**src/logic/cse_consts.vh**
```
// Constants for the per-channel signaling enable bank and its buffers.
`ifndef CSE_CONSTS_VH
`define CSE_CONSTS_VH

// ************************************************************
// Register map
// ************************************************************
`define CSE_ADDR_W 9
`define CSE_OFS_EN_LOW 9'h1E8
`define CSE_OFS_EN_SECOND 9'h1E9
`define CSE_OFS_EN_THIRD 9'h1EA
`define CSE_OFS_EN_TOP 9'h1EB
// Signaling buffer windows: one ABCD nibble per channel, index = channel - 1.
`define CSE_OFS_TX_SIG_BASE 9'h100
`define CSE_OFS_RX_SIG_BASE 9'h140
`define CSE_SIG_WIN_MASK 9'h1C0
`define CSE_RESET_EN 8'hFF
// Reset value of the six-bit top group: every channel flowing.
`define CSE_RESET_EN_TOP 6'h3F
`define CSE_TOP_VALID_MASK 8'h3F

// ************************************************************
// Channel and slot layout
// ************************************************************
`define CSE_NUM_CH 30
`define CSE_CH_W 5
`define CSE_SIG_SLOT 5'h10
`define CSE_ABCD_W 4

`endif

```
**src/logic/cse_sig_enable.v**
```verilog
// Signaling enable bank with frozen-or-flowing ABCD buffers for thirty channels.
`timescale 1ns/1ps
`include "cse_consts.vh"

module cse_sig_enable #(
	parameter NUM_CH = 30
) (
	// Clock and reset.
	input wire clk_i,
	input wire reset_i,
	// Host register port.
	input wire [8:0] addr_i,
	input wire [7:0] wdata_i,
	input wire wr_i,
	input wire rd_i,
	output reg [7:0] rdata_o,
	// Transmit signaling highway side: slot number and ABCD of that slot.
	input wire tx_hw_valid_i,
	input wire [4:0] tx_hw_slot_i,
	input wire [3:0] tx_hw_abcd_i,
	// Receive line side: ABCD extracted from time slot sixteen.
	input wire rx_line_valid_i,
	input wire [4:0] rx_line_slot_i,
	input wire [3:0] rx_line_abcd_i,
	// Output lookups: slot asked for, ABCD returned one cycle later.
	input wire [4:0] tx_line_slot_i,
	output wire [3:0] tx_line_abcd_o,
	input wire [4:0] rx_hw_slot_i,
	output wire [3:0] rx_hw_abcd_o,
	// Enable vector, channel 1 in bit 0.
	output wire [29:0] sig_enable_o
);

	// ************************************************************
	// Enable registers
	// ************************************************************
	reg [7:0] sig_en_low_group; // Channels 8..1.
	reg [7:0] sig_en_second_group; // Channels 16..9.
	reg [7:0] sig_en_third_group; // Channels 24..17.
	reg [5:0] sig_en_top_group; // Channels 30..25.

	// Full vector of channel_sig_enable_bit values, channel c at bit c-1.
	wire [29:0] channel_sig_enable_bit;
	assign channel_sig_enable_bit = {sig_en_top_group, sig_en_third_group,
		sig_en_second_group, sig_en_low_group};
	assign sig_enable_o = channel_sig_enable_bit;

	// Write decode for the four enable registers.
	// Reset leaves every channel flowing, so signaling passes without setup.
	always @(posedge clk_i) begin
		if (reset_i) begin
			sig_en_low_group <= `CSE_RESET_EN;
			sig_en_second_group <= `CSE_RESET_EN;
			sig_en_third_group <= `CSE_RESET_EN;
			sig_en_top_group <= `CSE_RESET_EN_TOP;
		end else if (wr_i) begin
			case (addr_i)
				`CSE_OFS_EN_LOW: begin
					sig_en_low_group <= wdata_i;
				end
				`CSE_OFS_EN_SECOND: begin
					sig_en_second_group <= wdata_i;
				end
				`CSE_OFS_EN_THIRD: begin
					sig_en_third_group <= wdata_i;
				end
				`CSE_OFS_EN_TOP: begin
					// Reserved bits 7..6 are dropped and read back as zero.
					sig_en_top_group <= wdata_i[5:0];
				end
				default: begin
					sig_en_top_group <= sig_en_top_group;
				end
			endcase
		end
	end

	// ************************************************************
	// Slot to channel translation
	// ************************************************************
	wire [4:0] tx_in_ch;
	wire tx_in_ok;
	wire [4:0] rx_in_ch;
	wire rx_in_ok;
	wire [4:0] tx_out_ch;
	wire tx_out_ok;
	wire [4:0] rx_out_ch;
	wire rx_out_ok;

	cse_slot_map u_map_tx_in (
		.slot_i(tx_hw_slot_i),
		.ch_idx_o(tx_in_ch),
		.valid_o(tx_in_ok)
	);
	cse_slot_map u_map_rx_in (
		.slot_i(rx_line_slot_i),
		.ch_idx_o(rx_in_ch),
		.valid_o(rx_in_ok)
	);
	cse_slot_map u_map_tx_out (
		.slot_i(tx_line_slot_i),
		.ch_idx_o(tx_out_ch),
		.valid_o(tx_out_ok)
	);
	cse_slot_map u_map_rx_out (
		.slot_i(rx_hw_slot_i),
		.ch_idx_o(rx_out_ch),
		.valid_o(rx_out_ok)
	);

	// ************************************************************
	// Host access decode for the signaling buffers
	// ************************************************************
	// Buffer windows: index 0..29 within each 64-byte window.
	wire host_tx_hit;
	wire host_rx_hit;
	wire [4:0] host_ch;
	assign host_ch = addr_i[4:0];
	assign host_tx_hit = ((addr_i & `CSE_SIG_WIN_MASK) == `CSE_OFS_TX_SIG_BASE)
		&& (addr_i[5] == 1'b0) && (host_ch < NUM_CH);
	assign host_rx_hit = ((addr_i & `CSE_SIG_WIN_MASK) == `CSE_OFS_RX_SIG_BASE)
		&& (addr_i[5] == 1'b0) && (host_ch < NUM_CH);

	// ************************************************************
	// Buffer update arbitration
	// ************************************************************
	// A host write always lands; the automatic path only lands while the
	// channel is enabled. The host has priority in the same cycle, which
	// matters only for a flowing channel whose value the next frame replaces.
	reg tx_we;
	reg [4:0] tx_wa;
	reg [3:0] tx_wd;
	reg rx_we;
	reg [4:0] rx_wa;
	reg [3:0] rx_wd;

	always @* begin
		tx_we = 1'b0;
		tx_wa = tx_in_ch;
		tx_wd = tx_hw_abcd_i;
		if (wr_i && host_tx_hit) begin
			// Frozen channels keep this value until rewritten or re-enabled.
			tx_we = 1'b1;
			tx_wa = host_ch;
			tx_wd = wdata_i[3:0];
		end else if (tx_hw_valid_i && tx_in_ok) begin
			// Highway update passes only for enabled channels.
			tx_we = channel_sig_enable_bit[tx_in_ch];
		end
	end

	always @* begin
		rx_we = 1'b0;
		rx_wa = rx_in_ch;
		rx_wd = rx_line_abcd_i;
		if (wr_i && host_rx_hit) begin
			rx_we = 1'b1;
			rx_wa = host_ch;
			rx_wd = wdata_i[3:0];
		end else if (rx_line_valid_i && rx_in_ok) begin
			// Line update from slot sixteen passes only for enabled channels.
			rx_we = channel_sig_enable_bit[rx_in_ch];
		end
	end

	// ************************************************************
	// Read port arbitration
	// ************************************************************
	// Each memory has one read port shared by the outgoing stream and the host.
	// The host read wins; the stream sees the previous cycle's value held.
	wire [4:0] tx_ra;
	wire [4:0] rx_ra;
	wire host_rd_tx;
	wire host_rd_rx;
	assign host_rd_tx = rd_i && host_tx_hit;
	assign host_rd_rx = rd_i && host_rx_hit;
	assign tx_ra = host_rd_tx ? host_ch : tx_out_ch;
	assign rx_ra = host_rd_rx ? host_ch : rx_out_ch;

	wire [3:0] tx_rd;
	wire [3:0] rx_rd;

	cse_sig_mem #(.DEPTH(`CSE_NUM_CH), .AW(`CSE_CH_W), .DW(`CSE_ABCD_W)) u_tx_buf (
		.clk_i(clk_i),
		.reset_i(reset_i),
		.wr_en_i(tx_we),
		.wr_addr_i(tx_wa),
		.wr_data_i(tx_wd),
		.rd_addr_i(tx_ra),
		.rd_data_o(tx_rd)
	);

	cse_sig_mem #(.DEPTH(`CSE_NUM_CH), .AW(`CSE_CH_W), .DW(`CSE_ABCD_W)) u_rx_buf (
		.clk_i(clk_i),
		.reset_i(reset_i),
		.wr_en_i(rx_we),
		.wr_addr_i(rx_wa),
		.wr_data_i(rx_wd),
		.rd_addr_i(rx_ra),
		.rd_data_o(rx_rd)
	);

	// ************************************************************
	// Outgoing streams
	// ************************************************************
	// Track which cycles gave the stream the port and a real channel slot.
	reg tx_out_live;
	reg rx_out_live;
	reg [3:0] tx_out_hold;
	reg [3:0] rx_out_hold;
	reg host_rd_tx_q;
	reg host_rd_rx_q;
	reg [7:0] en_rdata_q;
	reg en_rd_q;

	always @(posedge clk_i) begin
		if (reset_i) begin
			tx_out_live <= 1'b0;
			rx_out_live <= 1'b0;
			tx_out_hold <= 4'h0;
			rx_out_hold <= 4'h0;
		end else begin
			tx_out_live <= tx_out_ok && !host_rd_tx;
			rx_out_live <= rx_out_ok && !host_rd_rx;
			if (tx_out_live) begin
				tx_out_hold <= tx_rd;
			end
			if (rx_out_live) begin
				rx_out_hold <= rx_rd;
			end
		end
	end

	// Buffered values feed the transmit line and receive highway whether
	// flowing or frozen; a frozen channel simply repeats its held state.
	assign tx_line_abcd_o = tx_out_live ? tx_rd : tx_out_hold;
	assign rx_hw_abcd_o = rx_out_live ? rx_rd : rx_out_hold;

	// ************************************************************
	// Host read data
	// ************************************************************
	// Enable registers are captured at the read; buffers arrive from memory.
	always @(posedge clk_i) begin
		if (reset_i) begin
			host_rd_tx_q <= 1'b0;
			host_rd_rx_q <= 1'b0;
			en_rd_q <= 1'b0;
			en_rdata_q <= 8'h00;
		end else begin
			host_rd_tx_q <= host_rd_tx;
			host_rd_rx_q <= host_rd_rx;
			en_rd_q <= rd_i;
			case (addr_i)
				`CSE_OFS_EN_LOW: en_rdata_q <= sig_en_low_group;
				`CSE_OFS_EN_SECOND: en_rdata_q <= sig_en_second_group;
				`CSE_OFS_EN_THIRD: en_rdata_q <= sig_en_third_group;
				`CSE_OFS_EN_TOP: en_rdata_q <= {2'b00, sig_en_top_group};
				default: en_rdata_q <= 8'h00;
			endcase
		end
	end

	// Read data stand only in the cycle after the strobe, zero otherwise.
	always @* begin
		rdata_o = 8'h00;
		if (host_rd_tx_q) begin
			rdata_o = {4'h0, tx_rd};
		end else if (host_rd_rx_q) begin
			rdata_o = {4'h0, rx_rd};
		end else if (en_rd_q) begin
			rdata_o = en_rdata_q;
		end
	end

endmodule

```
**src/logic/cse_sig_mem.v**
```verilog
// Small ABCD signaling memory with one update port and registered read.
`timescale 1ns/1ps

module cse_sig_mem #(
	parameter DEPTH = 30,
	parameter AW = 5,
	parameter DW = 4
) (
	// Clock and reset.
	input wire clk_i,
	input wire reset_i,
	// Update port.
	input wire wr_en_i,
	input wire [AW-1:0] wr_addr_i,
	input wire [DW-1:0] wr_data_i,
	// Registered read port.
	input wire [AW-1:0] rd_addr_i,
	output reg [DW-1:0] rd_data_o
);

	// Storage array; contents are not reset, like the real buffer.
	reg [DW-1:0] mem [0:DEPTH-1];

	// ************************************************************
	// Write and registered read
	// ************************************************************
	// Read data lag the address by one cycle so the caller can align it.
	always @(posedge clk_i) begin
		if (wr_en_i) begin
			mem[wr_addr_i] <= wr_data_i;
		end
		if (reset_i) begin
			rd_data_o <= {DW{1'b0}};
		end else begin
			rd_data_o <= mem[rd_addr_i];
		end
	end

endmodule

```
**src/logic/cse_slot_map.v**
```verilog
// Maps a time slot number to its telephone channel index.
`timescale 1ns/1ps
`include "cse_consts.vh"

module cse_slot_map (
	// Time slot number of the current signaling position.
	input wire [4:0] slot_i,
	// Zero-based channel index and whether the slot carries a channel.
	output reg [4:0] ch_idx_o,
	output reg valid_o
);

	// ************************************************************
	// Slot to channel mapping
	// ************************************************************
	// Slot 0 carries framing and slot sixteen signaling, so neither is a channel.
	always @* begin
		ch_idx_o = 5'h00;
		valid_o = 1'b0;
		if (slot_i == 5'h00 || slot_i == `CSE_SIG_SLOT) begin
			valid_o = 1'b0;
		end else if (slot_i < `CSE_SIG_SLOT) begin
			// Channels 1 to 15 sit in slots of the same number.
			ch_idx_o = slot_i - 5'h01;
			valid_o = 1'b1;
		end else begin
			// Channels 16 to 30 sit one slot higher.
			ch_idx_o = slot_i - 5'h02;
			valid_o = 1'b1;
		end
	end

endmodule
```
**config.mk**
```make
export PLATFORM = sky130hd
export DESIGN_NAME = cse_sig_enable
export DESIGN_NICKNAME = d
export VERILOG_FILES = /design/src/logic/cse_sig_enable.v /design/src/logic/cse_sig_mem.v /design/src/logic/cse_slot_map.v
export VERILOG_INCLUDE_DIRS = /design/src /design/src/logic
export SDC_FILE = /design/constraint.sdc
export NUM_CORES = 1
export LEC_CHECK = 0
export BUFFER_PORTS_ARGS = -buffer_cell sky130_fd_sc_hd__buf_4
export CORE_ASPECT_RATIO = 1.75
export CORE_UTILIZATION = 50
export CTS_BUF_LIST = sky130_fd_sc_hd__clkbuf_16
export DETAILED_ROUTE_END_ITERATION = 16
export HOLD_SLACK_MARGIN = 0.12
export PLACE_DENSITY = 0.66
export SYNTH_ARGS = -nofsm -noshare
export SYNTH_HDL_FRONTEND = slang
export SYNTH_SLANG_ARGS = --single-unit
```
**constraint.sdc**
```tcl
create_clock -name clk_i -period 4 [get_ports clk_i]
set_input_delay 0.4 -clock clk_i [delete_from_list [all_inputs] [get_ports clk_i]]
set_output_delay 0.4 -clock clk_i [all_outputs]
set_load 0.02 [all_outputs]
```
### After elaboration in Yosys (flattened, before gate mapping)

Memories as Yosys holds them, arrays and structs flattened. A register that Yosys moved wholly into a read port is not among the register bits.
Cells that the tools add are included.
W data, S select, Z words.

| storage, ports and cells | value |
|---|---|
| bits in registers | 51 |
| RAM bits | 240 |
| input bits | 51 |
| memories kept | 2 |
| word-level logic and storage cells | 102 |

| operators by class | value |
|---|---|
| muxes and demuxes | 36 |
| reductions and logical operators | 26 |
| magnitude comparators | 7 |
| $add $sub $neg | 8 |
| bitwise gates (word level) | 1 |
| equality and inequality tests | 10 |

Memories:

| name | depth | bits a word | read ports | clocked after memory_dff | write ports | RTL line | RTL |
|---|---|---|---|---|---|---|---|
| u_rx_buf.mem | 30 | 4 | 1 | 1 | 1 | cse_sig_mem.v:22 | `reg [DW-1:0] mem [0:DEPTH-1];` |
| u_tx_buf.mem | 30 | 4 | 1 | 1 | 1 | cse_sig_mem.v:22 |  |

Operators with widths:

| kind | number |
|---|---|
| $mux W5 | 12 |
| $eq A9 B9 Y1 const B | 4 |
| $pmux W8 S4 | 1 |
| $lt A5 B5 Y1 const B | 5 |
| $mux W8 | 3 |
| $eq A5 B5 Y1 const B | 4 |
| $logic_not A5 Y1 | 4 |
| $sub A5 B1 Y5 const B | 4 |
| $sub A5 B2 Y5 const B | 4 |
| $mux W4 | 4 |
| $mux W1 | 14 |
| $logic_and A1 B1 Y1 | 12 |
| $lt A5 B6 Y1 const B | 2 |
| $bmux W1 S5 | 2 |
| $reduce_and A2 Y1 | 4 |
| $eq A3 B3 Y1 const B | 2 |
| $logic_or A1 B1 Y1 | 4 |
| $logic_not A1 Y1 | 2 |
| $not A1 Y1 | 1 |

### Logic depth before layout (Yosys ltp)

| depth | value |
|---|---|
| depth in word-level cells | 9 |
| mapped depth | 13 |

### Cells and area by module

From an unflattened synthesis, not the netlist that was laid out.

| second synthesis, totals | value |
|---|---|
| cells, all modules | 905 |
| area total of the unflattened synthesis | 13,721.9 um^2 |

By module, submodules not included:

| module | cells an instance | sequential area each (um^2) | area an instance (um^2) | times used |
|---|---|---|---|---|
| cse_sig_mem | 248 | 3,683.5 | 4,952.2 | 2 |
| cse_sig_enable | 310 | 1,021.0 | 3,039.2 | 1 |
| cse_slot_map at u_map_rx_in ... | 25 | 0.0 | 193.9 | 3 |
| cse_slot_map at u_map_tx_out | 24 | 0.0 | 196.4 | 1 |

### Least setup slack after synthesis

Ideal clock, no wire load.

| timing path | value |
|---|---|
| path kind | input port to flip-flop |
| start | input rx_line_slot_i[0] |
| end | memory u_rx_buf.mem[13][0], enable pin |
| buffers on the path | 1 |
| slack | 940 ps |
| required time | 3,671 ps |
| setup time | 329 ps |
| cell stages on the path | 11 |
| data arrival time | 2,730 ps |
| cell sequence | buf_4 inv_1 ha_1 mux2_4 a21oi_1 nor2_1 a211o_1 a211oi_1 a211o_4 a41oi_4 nor2_1 |

| between the ends | value |
|---|---|
| word-level cells in the longest chain between the ends | 9 |

Ends and longest elaborated chain:

| element | RTL line | RTL |
|---|---|---|
| from (decl) | cse_sig_enable.v:23 | `input wire [4:0] rx_line_slot_i,` |
| $sub A5 B2 Y5, or another cell as far along | cse_slot_map.v:28 | `ch_idx_o = slot_i - 5'h02;` |
| $mux W5 / $logic_or A1 B1 Y1 (equally long branches) | - |  |
| $mux W5 | cse_slot_map.v:20 | `` if (slot_i == 5'h00 \|\| slot_i == `CSE_SIG_SLOT) begin `` |
| $bmux W1 S5 | cse_sig_enable.v:162 | `rx_we = channel_sig_enable_bit[rx_in_ch];` |
| $mux W1 (not written as such) | cse_sig_enable.v:162 |  |
| $mux W1 | cse_sig_enable.v:160 | `end else if (rx_line_valid_i && rx_in_ok) begin` |
| $mux W1 | cse_sig_enable.v:156 | `if (wr_i && host_rx_hit) begin` |
| $mux W1 | cse_sig_mem.v:29 | `if (wr_en_i) begin` |
| $mux W1 (not written as such) | cse_sig_mem.v:30 | `mem[wr_addr_i] <= wr_data_i;` |
| to (decl) | cse_sig_mem.v:22 |  |

Parallel ways exist; a longest one is shown, timed or not. The select of a mux whose other input is x is not followed.

### Worst setup path after layout

| timing path | value |
|---|---|
| start | input rx_line_slot_i[0] |
| end | memory u_rx_buf.mem[18][1], enable pin |

The elaborated chain is that of the path after synthesis.

==> metrics.csv <==
stage,metric,value,unit
cts,cts_inserted_buffers,26,
power,finalPower,6.68,mW
logic_synthesis,netlist.area_leader.share,0.508,
critical_path,setup.worst_path.end,u_rx_buf.mem[18][1],
logic_synthesis,synthArstFlopShare,0,
cts,cts_sinks,299,
logic_synthesis,yosysTopAreaCell,edfxtp_1,
cells_and_area,fin_cells,1613,
cts,htreeDepth,1,
timing,tightest_slew,0.868,ns
detailed_routing,vias,9513,
global_route,grt_pass1_vias,9597,
critical_path,worstSetupStartpoint,rx_line_slot_i[0],
detailed_routing,ant_nets,0,
placement,hpwl,27500,um
die,initial_core_util,0.507,
cts,clk_pin_slew,0.06,ns
detailed_routing,drc,0,
cts,ctsRootBufferMaster,clkbuf_16,
cts,clk-insertion-delay-late,0.55,ns
die,die-area,29100,um^2
detailed_routing,first_pass_iters,5,
timing,finalHoldViolCount,0,
timing,layout_min_cycle_time,3.06,ns
global_route,antenna_found_initial,0,
timing,relSlewSlack,0.419,
critical_path,cp.required,4.18,ns
timing,period_share,0.765,
critical_path,start_kind,input pin,
critical_path,r2r_start,sig_en_low_group[7],
logic_synthesis,avgSynthCellArea,12.6,um^2
cells_and_area,drive_above_1_share,0.204,
cts,postCtsHoldBufs,0,
worst_hold_path,min-delay-start,wdata_i[6],
detailed_routing,finalWirelength,37800,um
logic_synthesis,synth_common_cells,"edfxtp_1 (240), nand2_1 (127), nor2_1 (100), mux2i_1 (91), dfxtp_1 (59)",
timing,finalSetupViolCount,0,
timing,finalMaxSlewViolations,0,
critical_path,regToRegEndpoint,u_rx_buf.mem[18][1],
job,max-cap-violations,0,
cells_and_area,nNetsFinal,1287,
global_route,grt_overflow,0,
critical_path,crit_fanout,8,
worst_hold_path,hold_class,in2reg,
timing,timing.fmax,0.327,GHz
timing,rsz0062_at_grt,false,
logic_synthesis,ys_seq_elements,299,
global_route,grt_first_pass_wirelength,55500,um
detailed_routing,wl_per_cell,23.4,um
critical_path,worstSetupPathType,in2reg,
critical_path,rrSetupSlack,1.25,ns
placement,placed_area,15300,um^2
logic_synthesis,synth_area_leaders,"edfxtp_1 (51%), dfxtp_1 (8.3%), mux2i_1 (6.4%), mux2_2 (4.5%), nand2_1 (3.4%)",
power,p_per_area,415,nW/um^2
logic_synthesis,yosys_warnings,0,
cts,cts-resized-gates,0,
cts,cts_tree,built,
die,io-pin-count,97,
cts,ctsLongestPathBuffers,3,
power,vdd.ir_drop.worst,0.410,mV
critical_path,end_kind,flip-flop,
global_route,track_usage,0.265,
die,die_w,129,um
logic_synthesis,netlist_instances,1128,
logic_synthesis,synth.distinct_cells,76,
cells_and_area,n_antenna_cell,0,
die,core,28000,um^2
logic_synthesis,ys_seq_area_frac,0.591,
critical_path,crit_arrival,3.24,ns
timing,tns,0,ns
logic_synthesis,synth_edf_count,240,
logic_synthesis,synth_most_common_cell,edfxtp_1,
cts,post_cts_buffers,0,
run_status,status,finished clean,
logic_synthesis,synthesis.nets,1195,
logic_synthesis,syn_area,14200,um^2
die,die_y,225,um
critical_path,reg2reg_depth,7,
placement,dp.cells,1565,
timing,fin_skew,0.0150,ns
power,leakage,6.04,nW
die,num_rows,81,
detailed_routing,via_per_inst,5.90,
cells_and_area,areaGrowthSynthToFinish,13.4,%
global_route,grt_max_degree,57,
detailed_routing,drt-initial-drc-count,642,
logic_synthesis,synthFlopType,edfxtp_1,
placement,place_congestion,0.920,
placement,port_buffers,96,
cells_and_area,design_area,16100,um^2
how the worst min path moves through the flow:
stage / endpoint / slack [ns] / depth (start not counted)
global placement: sig_en_second_group[4] / 0.54 / 2
CTS: sig_en_third_group[6] / 0.17 / 3
floorplan: en_rd_q / 0.49 / 1
finish: sig_en_third_group[6] / 0.18 / 3
global route: en_rd_q / 0.18 / 2
detailed placement: sig_en_second_group[4] / 0.56 / 2
layout by cell type, fill, tap and decap left out, types with 9 or more instances in the layout:
cell type / netlist / final
edfxtp_1: 240 / 240
nand2_1: 127 / 127
buf_4: 3 / 118
nor2_1: 100 / 100
mux2i_1: 91 / 90
dfxtp_1: 59 / 59
mux2_2: 57 / 57
o211ai_1: 45 / 45
o21ai_0: 51 / 43
inv_1: 30 / 43
clkbuf_16: 0 / 27
a21oi_1: 26 / 26
nand3_1: 17 / 17
and2_1: 16 / 16
nor3_1: 16 / 16
ha_1: 16 / 16
and3_1: 14 / 14
nor2b_1: 13 / 13
nand3b_1: 9 / 9
a211oi_1: 9 / 9
o22ai_1: 9 / 9
mux4_2: 9 / 9
per-stage QoR:
stage	hold slack [ns]	util	worst slack, ns
3_5_place_dp	0.560	0.548	0.445
2_1_floorplan	0.487	-	0.940
4_1_cts	0.167	0.575	0.997
3_3_place_gp	0.539	0.548	0.528
6_report	0.181	0.575	0.938
5_1_grt	0.177	0.575	0.755
cell type report:
cell class / instances / area (um^2)
Timing Repair Buffer: 119 / 906
Clock buffer: 27 / 676
Tap cell: 373 / 467
Inverter: 30 / 113
Fill cell: 2380 / 11900
Sequential cell: 299 / 8390
Clock inverter: 21 / 91.3
Multi-Input combinational cell: 744 / 5450
cell families (layout without fill, tap and decap cells):
family,count (synthesis),after routing,share of synthesized area
simple gates,349,349,0.118
flops,299,299,0.591
compound gates,206,206,0.106
mux,163,163,0.133
buf+inv,85,197,0.0287
fa+ha+maj,16,16,0.0141
xor+xnor,10,10,0.00908
registers in the layout (all words and copies together) (netlist names):
name	count
rx_out_hold	4
u_rx_buf.rd_data_o	4
en_rdata_q	8
tx_out_hold	4
u_rx_buf.mem	120
sig_en_third_group	8
host_rd_tx_q	1
sig_en_top_group	6
u_tx_buf.mem	120
sig_en_low_group	8
en_rd_q	1
rx_out_live	1
u_tx_buf.rd_data_o	4
sig_en_second_group	8
host_rd_rx_q	1
tx_out_live	1
metal layers:
| metal | vias to the layer above | GRT usage | share of wire |
|---|---|---|---|
| met1 | 4614 | 0.273 | 0.34 |
| met3 | 96 | 0.0302 | 0.052 |
| met2 | 355 | 0.508 | 0.55 |
| met4 | 0 | 0.143 | 0.052 |
| li1 | 4448 | - | - |
| met5 | - | 0 | 0 |
power by group:
group          leakage [nW]  switching (mW)  internal (mW)
Sequential             2.64          0.0229           3.42
Combinational          2.98           0.592          0.354
Clock                 0.423            1.08           1.22
Total                  6.04            1.69           4.99
worst max-delay path, cell delays in order:
cell      delay [ns]
buf_4           0.17
inv_1           0.08
ha_1            0.33
mux2_4          0.32
a21oi_1         0.33
nor2_1          0.08
a211o_1         0.28
a211oi_1        0.30
a211o_4         0.21
a41oi_4         0.22
nor2_1          0.50
Note: power is estimated with default switching activity, not from simulation.
